[src/core/crs_pkg.sv]
// package of constants and types for the core register set
package crs_pkg;

    // register bus map (byte offsets)
    localparam logic [11:0] CRS_OFF_GPR_BASE = 12'h000;
    localparam logic [11:0] CRS_OFF_SP       = 12'h034;
    localparam logic [11:0] CRS_OFF_LR       = 12'h038;
    localparam logic [11:0] CRS_OFF_PC       = 12'h03C;
    localparam logic [11:0] CRS_OFF_PSR      = 12'h040;
    localparam logic [11:0] CRS_OFF_APPLICATION_STATUS_PART     = 12'h044;
    localparam logic [11:0] CRS_OFF_INTERRUPT_STATUS_PART     = 12'h048;
    localparam logic [11:0] CRS_OFF_EXECUTION_STATUS_PART     = 12'h04C;
    localparam logic [11:0] CRS_OFF_PMASK    = 12'h050;
    localparam logic [11:0] CRS_OFF_FMASK    = 12'h054;
    localparam logic [11:0] CRS_OFF_BPRI     = 12'h058;
    localparam logic [11:0] CRS_OFF_CTRL     = 12'h05C;
    localparam logic [11:0] CRS_OFF_MSP      = 12'h060;
    localparam logic [11:0] CRS_OFF_PSP      = 12'h064;
    localparam logic [11:0] CRS_OFF_STAT     = 12'h068;
    localparam logic [11:0] CRS_OFF_EXC      = 12'h06C;

    localparam int CRS_NUM_GPR   = 13;
    localparam int CRS_NUM_LOW   = 8;

    // status word field masks, stack pointer and program counter alignment masks
    localparam logic [31:0] CRS_APPLICATION_STATUS_PART_MASK = 32'hF8000000;
    localparam logic [31:0] CRS_INTERRUPT_STATUS_PART_MASK = 32'h000001FF;
    localparam logic [31:0] CRS_EXECUTION_STATUS_PART_MASK = 32'h0700FC00;
    localparam logic [31:0] CRS_EXECUTION_STATUS_PART_T    = 32'h01000000;
    localparam int          CRS_T_BIT     = 24;
    localparam logic [31:0] CRS_SP_MASK   = 32'hFFFFFFFC;
    localparam logic [31:0] CRS_PC_MASK   = 32'hFFFFFFFE;

    localparam int CRS_CTRL_NPRIV = 0;
    localparam int CRS_CTRL_SPSEL = 1;
    localparam int CRS_PRIO_W     = 9;
    localparam logic [8:0] CRS_EXC_NMI  = 9'h002;
    localparam logic [8:0] CRS_EXC_HARD = 9'h003;

    localparam logic [1:0] CRS_RESP_OKAY   = 2'h0;
    localparam logic [1:0] CRS_RESP_SLVERR = 2'h2;

    // core-side register port write request
    typedef struct packed {
        logic        en;
        logic [3:0]  idx;
        logic        wide;
        logic [31:0] data;
    } crs_gpr_wr_t;

    // exception signalling
    typedef struct packed {
        logic       enter;
        logic       ret;
        logic [8:0] num;
    } crs_exc_t;

    typedef enum logic [1:0] {
        CRS_RD_IDLE = 2'b01,
        CRS_RD_RESP = 2'b10
    } crs_rd_state_t;

endpackage : crs_pkg

[src/core/crs_core_regs.sv]
// architectural register set of the processor core
`timescale 1ns/10ps
module crs_core_regs
    import crs_pkg::*;
(
    // clock and reset
    input  wire logic                 clk,
    input  wire logic                 arst_n,
    // axi4-lite write channels
    input  wire logic [11:0]          s_axi_awaddr,
    input  wire logic                 s_axi_awvalid,
    output logic                      s_axi_awready,
    input  wire logic [31:0]          s_axi_wdata,
    input  wire logic [3:0]           s_axi_wstrb,
    input  wire logic                 s_axi_wvalid,
    output logic                      s_axi_wready,
    output logic [1:0]                s_axi_bresp,
    output logic                      s_axi_bvalid,
    input  wire logic                 s_axi_bready,
    // axi4-lite read channels
    input  wire logic [11:0]          s_axi_araddr,
    input  wire logic                 s_axi_arvalid,
    output logic                      s_axi_arready,
    output logic [31:0]               s_axi_rdata,
    output logic [1:0]                s_axi_rresp,
    output logic                      s_axi_rvalid,
    input  wire logic                 s_axi_rready,
    // core execution write port
    input  wire crs_gpr_wr_t          core_wr,
    input  wire logic                 call_en,
    input  wire logic [31:0]          call_ret_addr,
    input  wire logic                 pc_wr_en,
    input  wire logic [31:0]          pc_wr_data,
    input  wire logic                 flags_wr_en,
    input  wire logic [4:0]           flags_wr_data,
    // exception interface
    input  wire crs_exc_t             exc,
    input  wire logic [CRS_PRIO_W-1:0] irq_prio,
    // read-back and status
    output logic [31:0]               stack_pointer,
    output logic [31:0]               program_counter_value,
    output logic                      handler_mode,
    output logic                      user_level,
    output logic                      irq_admit,
    output logic                      fault_pulse
);

    logic [1:0] rst_sync_q;
    logic       rst_n;
    always_ff @(posedge clk or negedge arst_n) begin
        if (!arst_n) begin
            rst_sync_q <= 2'b00;
        end else begin
            rst_sync_q <= {rst_sync_q[0], 1'b1};
        end
    end
    assign rst_n = rst_sync_q[1];

    // architectural state
    logic [31:0]           gpr_q [CRS_NUM_GPR];
    logic [31:0]           main_stack_copy_q;
    logic [31:0]           process_stack_copy_q;
    logic [31:0]           return_address_register_q;
    logic [31:0]           pc_q;
    logic [31:0]           psr_q;
    logic                  priority_mask_all_q;
    logic                  fault_mask_all_q;
    logic [CRS_PRIO_W-1:0] base_priority_threshold_q;
    logic [1:0]            operating_mode_control_q;
    logic                  handler_q;
    logic                  fault_q;
    logic [31:0]           rdata_q;
    logic                  psp_sel;

    function automatic logic [31:0] merge(input logic [31:0] old, input logic [31:0] nw,
                                          input logic [31:0] msk);
        merge = (old & ~msk) | (nw & msk);
    endfunction : merge

    function automatic logic [31:0] strb_mask(input logic [3:0] s);
        strb_mask = {{8{s[3]}}, {8{s[2]}}, {8{s[1]}}, {8{s[0]}}};
    endfunction : strb_mask

    // privilege and stack selection
    assign psp_sel = !handler_q && operating_mode_control_q[CRS_CTRL_SPSEL];

    // axi write acceptance
    logic aw_have_q;
    logic w_have_q;
    logic [11:0] aw_addr_q;
    logic [31:0] w_data_q;
    logic [3:0]  w_strb_q;
    logic        wr_fire;
    logic        wr_hit;
    logic        wr_ok;
    logic [31:0] wm;
    assign wr_fire = aw_have_q && w_have_q && !s_axi_bvalid;
    assign wm      = strb_mask(w_strb_q);
    // user-level software may not write special registers
    assign wr_ok   = wr_hit && !(user_level && aw_addr_q >= CRS_OFF_PSR);

    always_comb begin
        wr_hit = 1'b0;
        if (aw_addr_q[1:0] == 2'b00 && aw_addr_q <= CRS_OFF_PSP) begin
            wr_hit = 1'b1;
        end
    end

    always_ff @(posedge clk or negedge rst_n) begin
        if (!rst_n) begin
            aw_have_q     <= 1'b0;
            w_have_q      <= 1'b0;
            aw_addr_q     <= 12'h000;
            w_data_q      <= 32'h00000000;
            w_strb_q      <= 4'h0;
            s_axi_awready <= 1'b0;
            s_axi_wready  <= 1'b0;
            s_axi_bvalid  <= 1'b0;
            s_axi_bresp   <= CRS_RESP_OKAY;
        end else begin
            s_axi_awready <= !aw_have_q && !(s_axi_awvalid && s_axi_awready);
            s_axi_wready  <= !w_have_q && !(s_axi_wvalid && s_axi_wready);
            if (s_axi_awvalid && s_axi_awready) begin
                aw_have_q <= 1'b1;
                aw_addr_q <= s_axi_awaddr;
            end
            if (s_axi_wvalid && s_axi_wready) begin
                w_have_q <= 1'b1;
                w_data_q <= s_axi_wdata;
                w_strb_q <= s_axi_wstrb;
            end
            if (wr_fire) begin
                aw_have_q    <= 1'b0;
                w_have_q     <= 1'b0;
                s_axi_bvalid <= 1'b1;
                s_axi_bresp  <= wr_ok ? CRS_RESP_OKAY : CRS_RESP_SLVERR;
            end else if (s_axi_bvalid && s_axi_bready) begin
                s_axi_bvalid <= 1'b0;
            end
        end
    end

    logic       bus_wr;
    logic [3:0] gidx;
    assign bus_wr = wr_fire && wr_ok;
    assign gidx   = aw_addr_q[5:2];

    // general purpose bank
    always_ff @(posedge clk or negedge rst_n) begin
        if (!rst_n) begin
            for (int i = 0; i < CRS_NUM_GPR; i++) begin
                gpr_q[i] <= 32'h00000000;
            end
        end else begin
            if (bus_wr && aw_addr_q < CRS_OFF_SP) begin
                gpr_q[gidx] <= merge(gpr_q[gidx], w_data_q, wm);
            end
            if (core_wr.en && core_wr.idx < 4'(CRS_NUM_LOW)) begin
                gpr_q[core_wr.idx[2:0]] <= core_wr.data;
            end else if (core_wr.en && core_wr.wide && core_wr.idx < 4'(CRS_NUM_GPR)) begin
                gpr_q[core_wr.idx] <= core_wr.data;
            end
        end
    end

    // banked stack pointer
    always_ff @(posedge clk or negedge rst_n) begin
        if (!rst_n) begin
            main_stack_copy_q    <= 32'h00000000;
            process_stack_copy_q <= 32'h00000000;
        end else begin
            if (bus_wr && aw_addr_q == CRS_OFF_SP) begin
                if (psp_sel) begin
                    process_stack_copy_q <= merge(process_stack_copy_q, w_data_q, wm) & CRS_SP_MASK;
                end else begin
                    main_stack_copy_q <= merge(main_stack_copy_q, w_data_q, wm) & CRS_SP_MASK;
                end
            end
            if (bus_wr && aw_addr_q == CRS_OFF_MSP) begin
                main_stack_copy_q <= merge(main_stack_copy_q, w_data_q, wm) & CRS_SP_MASK;
            end
            if (bus_wr && aw_addr_q == CRS_OFF_PSP) begin
                process_stack_copy_q <= merge(process_stack_copy_q, w_data_q, wm) & CRS_SP_MASK;
            end
        end
    end

    // return address and program counter
    always_ff @(posedge clk or negedge rst_n) begin
        if (!rst_n) begin
            return_address_register_q <= 32'h00000000;
            pc_q                      <= 32'h00000000;
        end else begin
            if (bus_wr && aw_addr_q == CRS_OFF_LR) begin
                return_address_register_q <= merge(return_address_register_q, w_data_q, wm);
            end
            if (call_en) begin
                return_address_register_q <= call_ret_addr;
            end
            if (bus_wr && aw_addr_q == CRS_OFF_PC) begin
                pc_q <= merge(pc_q, w_data_q, wm) & CRS_PC_MASK;
            end
            if (pc_wr_en) begin
                pc_q <= pc_wr_data & CRS_PC_MASK;
            end
        end
    end

    // program status word, three parts
    logic [31:0] psr_wmask;
    logic        t_clear_try;
    always_comb begin
        psr_wmask = 32'h00000000;
        case (aw_addr_q)
            CRS_OFF_PSR:  psr_wmask = CRS_APPLICATION_STATUS_PART_MASK | CRS_EXECUTION_STATUS_PART_MASK;
            CRS_OFF_APPLICATION_STATUS_PART: psr_wmask = CRS_APPLICATION_STATUS_PART_MASK;
            CRS_OFF_EXECUTION_STATUS_PART: psr_wmask = CRS_EXECUTION_STATUS_PART_MASK;
            default:      psr_wmask = 32'h00000000;
        endcase
    end
    assign t_clear_try = bus_wr && (aw_addr_q == CRS_OFF_PSR || aw_addr_q == CRS_OFF_EXECUTION_STATUS_PART)
                         && w_strb_q[3] && !w_data_q[CRS_T_BIT];

    always_ff @(posedge clk or negedge rst_n) begin
        if (!rst_n) begin
            psr_q <= CRS_EXECUTION_STATUS_PART_T;
        end else begin
            psr_q <= merge(psr_q, w_data_q, psr_wmask & wm & {32{bus_wr}}) | CRS_EXECUTION_STATUS_PART_T;
            if (flags_wr_en) begin
                psr_q[31:27] <= flags_wr_data;
            end
            if (exc.enter) begin
                psr_q[8:0] <= exc.num;
            end else if (exc.ret) begin
                psr_q[8:0] <= 9'h000;
            end
        end
    end

    // masks and control
    always_ff @(posedge clk or negedge rst_n) begin
        if (!rst_n) begin
            priority_mask_all_q       <= 1'b0;
            fault_mask_all_q          <= 1'b0;
            base_priority_threshold_q <= '0;
            operating_mode_control_q  <= 2'b00;
            handler_q                 <= 1'b0;
        end else begin
            if (bus_wr && aw_addr_q == CRS_OFF_PMASK && w_strb_q[0]) begin
                priority_mask_all_q <= w_data_q[0];
            end
            if (bus_wr && aw_addr_q == CRS_OFF_FMASK && w_strb_q[0]) begin
                fault_mask_all_q <= w_data_q[0];
            end
            if (bus_wr && aw_addr_q == CRS_OFF_BPRI) begin
                base_priority_threshold_q <= CRS_PRIO_W'(merge({23'h0, base_priority_threshold_q},
                                                               w_data_q, wm));
            end
            if (bus_wr && aw_addr_q == CRS_OFF_CTRL && w_strb_q[0]) begin
                operating_mode_control_q[CRS_CTRL_NPRIV] <= w_data_q[CRS_CTRL_NPRIV];
                operating_mode_control_q[CRS_CTRL_SPSEL] <= w_data_q[CRS_CTRL_SPSEL]
                                                            && !handler_q;
            end
            if (exc.enter) begin
                handler_q <= 1'b1;
                operating_mode_control_q[CRS_CTRL_SPSEL] <= 1'b0;
            end else if (exc.ret) begin
                handler_q <= 1'b0;
            end
        end
    end

    // interrupt admission
    logic admit_d;
    always_comb begin
        admit_d = 1'b1;
        if (fault_mask_all_q) begin
            admit_d = (exc.num == CRS_EXC_NMI);
        end else if (priority_mask_all_q) begin
            admit_d = (exc.num == CRS_EXC_NMI) || (exc.num == CRS_EXC_HARD);
        end else if (base_priority_threshold_q != '0 && irq_prio >= base_priority_threshold_q
                     && exc.num != CRS_EXC_NMI && exc.num != CRS_EXC_HARD) begin
            admit_d = 1'b0;
        end
    end

    // outputs from flops
    always_ff @(posedge clk or negedge rst_n) begin
        if (!rst_n) begin
            stack_pointer         <= 32'h00000000;
            program_counter_value <= 32'h00000000;
            handler_mode          <= 1'b0;
            user_level            <= 1'b0;
            irq_admit             <= 1'b0;
            fault_pulse           <= 1'b0;
            fault_q               <= 1'b0;
        end else begin
            stack_pointer         <= psp_sel ? process_stack_copy_q : main_stack_copy_q;
            program_counter_value <= pc_q;
            handler_mode          <= handler_q;
            user_level            <= !handler_q && operating_mode_control_q[CRS_CTRL_NPRIV];
            irq_admit             <= admit_d;
            fault_pulse           <= t_clear_try || (wr_fire && !wr_ok && wr_hit);
            fault_q               <= fault_q | t_clear_try;
        end
    end

    // axi read channel
    crs_rd_state_t rd_q;
    logic [31:0]   rd_val;
    logic          rd_hit;
    always_comb begin
        rd_val = 32'h00000000;
        rd_hit = 1'b1;
        if (s_axi_araddr < CRS_OFF_SP) begin
            rd_val = gpr_q[s_axi_araddr[5:2]];
        end else begin
            case (s_axi_araddr)
                CRS_OFF_SP:    rd_val = psp_sel ? process_stack_copy_q : main_stack_copy_q;
                CRS_OFF_LR:    rd_val = return_address_register_q;
                CRS_OFF_PC:    rd_val = pc_q;
                CRS_OFF_PSR:   rd_val = psr_q;
                CRS_OFF_APPLICATION_STATUS_PART:  rd_val = psr_q & CRS_APPLICATION_STATUS_PART_MASK;
                CRS_OFF_INTERRUPT_STATUS_PART:  rd_val = psr_q & CRS_INTERRUPT_STATUS_PART_MASK;
                CRS_OFF_EXECUTION_STATUS_PART:  rd_val = psr_q & (CRS_EXECUTION_STATUS_PART_MASK | CRS_EXECUTION_STATUS_PART_T);
                CRS_OFF_PMASK: rd_val = {31'h0, priority_mask_all_q};
                CRS_OFF_FMASK: rd_val = {31'h0, fault_mask_all_q};
                CRS_OFF_BPRI:  rd_val = {23'h0, base_priority_threshold_q};
                CRS_OFF_CTRL:  rd_val = {30'h0, operating_mode_control_q};
                CRS_OFF_MSP:   rd_val = main_stack_copy_q;
                CRS_OFF_PSP:   rd_val = process_stack_copy_q;
                CRS_OFF_STAT:  rd_val = {28'h0, fault_q, irq_admit, user_level, handler_q};
                default:       rd_hit = 1'b0;
            endcase
        end
        if (s_axi_araddr[1:0] != 2'b00) begin
            rd_hit = 1'b0;
        end
    end

    always_ff @(posedge clk or negedge rst_n) begin
        if (!rst_n) begin
            rd_q          <= CRS_RD_IDLE;
            s_axi_arready <= 1'b0;
            s_axi_rvalid  <= 1'b0;
            s_axi_rresp   <= CRS_RESP_OKAY;
            rdata_q       <= 32'h00000000;
        end else begin
            case (rd_q)
                CRS_RD_IDLE: begin
                    s_axi_arready <= 1'b1;
                    if (s_axi_arvalid && s_axi_arready) begin
                        s_axi_arready <= 1'b0;
                        s_axi_rvalid  <= 1'b1;
                        rdata_q       <= rd_val;
                        s_axi_rresp   <= rd_hit ? CRS_RESP_OKAY : CRS_RESP_SLVERR;
                        rd_q          <= CRS_RD_RESP;
                    end
                end
                CRS_RD_RESP: begin
                    if (s_axi_rready) begin
                        s_axi_rvalid <= 1'b0;
                        rd_q         <= CRS_RD_IDLE;
                    end
                end
                default: rd_q <= CRS_RD_IDLE;
            endcase
        end
    end
    assign s_axi_rdata = rdata_q;

endmodule : crs_core_regs

[config.mk]
export PLATFORM = sky130hd
export DESIGN_NAME = crs_core_regs
export DESIGN_NICKNAME = d
export VERILOG_FILES = /design/src/core/crs_pkg.sv /design/src/core/crs_core_regs.sv
export SDC_FILE = /design/constraint.sdc
export NUM_CORES = 2
export LEC_CHECK = 0
export ABC_AREA = 1
export BUFFER_PORTS_ARGS = -buffer_cell sky130_fd_sc_hd__buf_4
export CORE_MARGIN = 2
export CORE_UTILIZATION = 30
export DETAILED_ROUTE_END_ITERATION = 16
export PLACE_DENSITY = 0.52
export SLEW_MARGIN = 20
export SYNTH_ARGS = -nofsm -noshare
export SYNTH_HDL_FRONTEND = slang
export SYNTH_SLANG_ARGS = --single-unit
[constraint.sdc]
create_clock -name clk -period 30.5 [get_ports clk]
set_input_delay 6.1 -clock clk [delete_from_list [all_inputs] [get_ports clk]]
set_output_delay 6.1 -clock clk [all_outputs]
set_load 0.02 [all_outputs]
Word-level counts from Yosys, hierarchy flattened. Cells that the tools add are included.

Word-level logic and storage cells: 255. Register bits after elaboration: 753. Bits of input ports: 197.

Reductions and logical operators: 74. Order comparisons: 14. Muxes and demuxes: 61. Bitwise operators: 25. Equality and inequality tests: 35.

Operator list (number): 416-bit bitwise mux (3); 416-bit 2-to-1 mux (3); 32-bit 2-to-1 mux (19); 32-bit case mux with 14 select lines (1); 32-bit demux with 4-bit select (3); 32-bit AND (10); 32-bit binary-select mux with 4-bit select (2); 12-bit by 7-bit equality test with 1-bit output, second input constant (20); 32-bit OR (6); 32-bit case mux with 3 select lines (1); 12-bit by 6-bit equality test with 1-bit output, second input constant (6); 32-bit inverter (2); 1-bit logical AND (42); 12-bit by 6-bit less-than comparator with 1-bit output, second input constant (2); 2-bit nonzero test (12); 1-bit 2-to-1 mux (19); 9-bit by 2-bit equality test with 1-bit output, second input constant (2); 9-bit 2-to-1 mux (2); 9-bit by 2-bit != test with 1-bit output, second input constant (2); 5-bit >= comparator, second input constant (3); 4-bit inverter with 5-bit output (3); 14-bit OR reduction (1); 12-bit by 7-bit >= comparator with 1-bit output, second input constant (1); 12-bit by 7-bit less-or-equal comparator with 1-bit output, second input constant (1); 23 further kinds (43).

Depth between registers and ports, before layout.
Depth in word-level cells: 11. Depth in mapped cells: 17. Gate-level depth less buffers: 13.

Worst setup path before layout. No wires, ideal clock.

Path type: input-to-reg. Start point: input port s_axi_araddr[4]. End point: register rdata_q[3] (netlist: s_axi_rdata[3]). Arrival: 7.589 ns. Required time: 30.434 ns. Buffers on the path: 1. Cell stages on the path: 10. Setup slack: 22.845 ns. Setup time: 0.066 ns. Cell sequence: nor2_1 nand2_1 nor3_1 inv_1 clkbuf_1 o211ai_1 nor2_1 nand3_1 nand2_1 nand2_1.

Word-level cells in the longest chain between the ends: 5. Elaborated cells between the ends (all ways): 21. Those cells by class: order compare (1); eq/ne (14); mux (5); bitwise (1).

RTL lines: start: declaration (line crs_core_regs.sv:21) `input wire logic [11:0] s_axi_araddr,`; 4-bit inverter with 5-bit output (not written as such) (line crs_core_regs.sv:316) `rd_val = gpr_q[s_axi_araddr[5:2]];`; 32-bit binary-select mux with 4-bit select (line crs_core_regs.sv:316); 32-bit 2-to-1 mux (not written as such) (2 in series) (line crs_core_regs.sv:316); 32-bit 2-to-1 mux * (line crs_core_regs.sv:315) `if (s_axi_araddr < CRS_OFF_SP) begin`; end signal: assignment (line crs_core_regs.sv:355) `rdata_q <= rd_val;`; end: declaration (line crs_core_regs.sv:72) `logic [31:0] rdata_q;`.

Every way passes the cells marked *; elsewhere a longest branch is shown, timed or not. The select of a mux whose other input is x is not followed. A chain may end at the register's enable or synchronous reset.

Worst setup path after layout.
Start point: input port s_axi_araddr[3]. End point: register rdata_q[16] (netlist: s_axi_rdata[16]).

Same word-level chain as after synthesis.

==> flow_metrics.env <==
export IMPL_fp_dieW_um=383
export IMPL_drc=0
export IMPL_core_area_sq_um=142000
export IMPL_cts_tree="done"
export IMPL_grt_max_degree=149
export IMPL_synth_area_top_cells="dfrtp_1 (43%), nand2_1 (24%), o21ai_0 (7.4%)"
export IMPL_fin_skew_ps=44.8
export IMPL_max_slew_margin_pct=22.4
export IMPL_setup_ws_ps=21330
export IMPL_dp_slack_ps=20780
export IMPL_routed_wl_mm=208
export IMPL_cts_max_level=3
export IMPL_async_flop_share_pct=100
export IMPL_seq_area_frac_synth_pct=42.7
export IMPL_clock_path_buffers=3
export IMPL_ir_drop_uv=45.7
export IMPL_cts_setup_buffers=0
export IMPL_cts_hold_buf=0
export IMPL_startpoint_type="input port"
export IMPL_power_total_mw=3.72
export IMPL_drtIter0Drc=5937
export IMPL_min_period_ps=9170
export IMPL_fmax_mhz=109
export IMPL_maxCapViolCount=0
export IMPL_ioPinCount=306
export IMPL_grt_pass1_vias=42138
export IMPL_synthDistinctLibCells=44
export IMPL_cp_cell_sequence="buf_4 > nor2_1 > clkinv_2 > buf_4 > buf_4 > o22ai_1 > o21ai_0 > nand4_1 > a21oi_1 > a21oi_1"
export IMPL_worst_slew_pin_slew_ps=1160
export IMPL_drtAntennaViolNets=0
export IMPL_fin_tns_setup_ps=0
export IMPL_arrival_ps=9740
export IMPL_dieArea_sq_um=146000
export IMPL_critPathMaxStageDelay_ps=760
export IMPL_cts_resized=0
export IMPL_path_clk_slew_ps=60
export IMPL_ys_warn_count=0
export IMPL_setup_viol=0
export IMPL_cp_data_required_time_ps=31070
export IMPL_syn_area_per_cell_sq_um=6.59
export IMPL_power_per_cell_area_nw_per_um2=74.8
export IMPL_rsz0062_at_grt="false"
export IMPL_worst_path_max_delay_cell="buf_4"
export IMPL_wl_per_cell_um=24.3
export IMPL_synth_most_common_cell="nand2_1"
export IMPL_fin_nets=6794
export IMPL_netlist_instances=6519
export IMPL_synth_edf_count=0
export IMPL_first_pass_iters=8
export IMPL_track_usage_pct=27.7
export IMPL_period_share_pct=30.1
export IMPL_ys_top_cells_by_count="nand2_1 (2713), dfrtp_1 (733), inv_1 (667), o21ai_0 (632), nand3_1 (489)"
export IMPL_drive_above_1_share_pct=9.28
export IMPL_synthToLayoutAreaGrowth_pct=15.9
export IMPL_gp_congestion=0.920
export IMPL_port_buffers=299
export IMPL_reg2reg_slack_ps=24160
export IMPL_insertion_delay_ps=700
export IMPL_hold_class="reg2reg"
export IMPL_die_h_um=383
export IMPL_initial_utilization_pct=30.3
export IMPL_end_kind="flip-flop"
export IMPL_yosys_area_top_type="dfrtp_1"
export IMPL_critPathMostFrequentCell="buf_4"
export IMPL_dp_cells=8388
export IMPL_grt_pass1_wl_mm=299
export IMPL_syn_area_sq_um=43000
export IMPL_critPathKind="in2reg"
export IMPL_final_cells=8556
export IMPL_cts_root_buf="clkbuf_16"
export IMPL_antenna_found_initial=14
export IMPL_synthFlopType="dfrtp_1"
export IMPL_leakagePower_nw=25.5
export IMPL_vias=45209
export IMPL_crit_path_max_fanout=53
export IMPL_ys_ff_latch=734
export IMPL_num_rows=138
export IMPL_maxSlewViolCount=0
export IMPL_dp_hpwl_mm=128
export IMPL_viasPerCell=5.28
export IMPL_finalHoldViolCount=0
export IMPL_grt_overflow_total=0
export IMPL_netlist_area_leader_share_pct=42.7
export IMPL_cts_buffers=87
export IMPL_clock_sinks=734
export IMPL_outcome="finished clean"
layout by cell type, fill, tap and decap left out, types with 13 or more instances in the layout:
cell / instances
a21oi_1: 61
buf_4: 400
clkbuf_1: 22
clkbuf_16: 87
clkbuf_8: 25
clkinv_2: 16
dfrtp_1: 729
inv_1: 664
nand2_1: 2705
nand3_1: 487
nand4_1: 40
nor2_1: 320
nor2_2: 14
nor2_4: 21
nor3_1: 30
o211ai_1: 46
o21a_1: 13
o21ai_0: 632
o21ai_1: 54
o22ai_1: 179
routing by layer:
layer	vias up	GRT usage (%)	share of wire (%)
met5	-	0	0.010
met4	4	13.5	5.3
met2	2615	43.1	44
li1	20687	-	-
met1	21317	36.6	41
met3	586	5.77	10
path summary, 6_finish.rpt:
kind	from	end	cells after the start
setup reg to reg	aw_addr_q[3]	gpr_q[195]	17
setup / recovery	s_axi_araddr[3]	s_axi_rdata[16]	10
max in group asynchronous	arst_n	rst_sync_q[1]	1
min in group asynchronous	rst_sync_q[1]	s_axi_bvalid	0
hold / removal	rst_sync_q[0]	rst_sync_q[1]	0
hold reg to reg	rst_sync_q[0]	rst_sync_q[1]	0
final cells by class:
| class | instances | area, sq um |
|---|---|---|
| Clock inverter | 26 | 312 |
| Multi-Input combinational cell | 4685 | 20500 |
| Antenna cell | 7 | 17.5 |
| Timing Repair Buffer | 403 | 3070 |
| Tap cell | 1890 | 2360 |
| Inverter | 677 | 2540 |
| Sequential cell | 734 | 18400 |
| Fill cell | 15224 | 92100 |
| Clock buffer | 134 | 2600 |
power breakdown:
part / internal, mW / switching, mW
Sequential: 1.16 / 0.134
Clock: 0.618 / 0.471
Combinational: 0.339 / 1.00
worst max-delay path: cells and delay by family:
family / cells / cell delay, ps
compound gates: 4 / 1140
simple gates: 2 / 700
buf+inv: 4 / 1700
kinds of logic (layout without fill, tap and decap cells):
logic type | Yosys count | in the layout | synth area share [%]
fa+ha+maj | 9 | 9 | 0.262
simple gates | 3656 | 3656 | 34.1
compound gates | 1013 | 1013 | 12.8
flops | 734 | 734 | 42.7
buf+inv | 1104 | 1240 | 10.1
other cells | 2 | 13 | 0.0175
mux | 1 | 1 | 0.0233
stage by stage:
step | instance area (sq um) | util [%] | hold WS (ps)
3_5_place_dp | 46800 | 33.0 | 336
3_3_place_gp | 46800 | 33.0 | 336
4_1_cts | 49700 | 35.1 | 348
6_report | 49800 | 35.1 | 347
5_1_grt | 49800 | 35.1 | 360
2_1_floorplan | 43000 | - | 331
(Power assumes the default switching activity.)
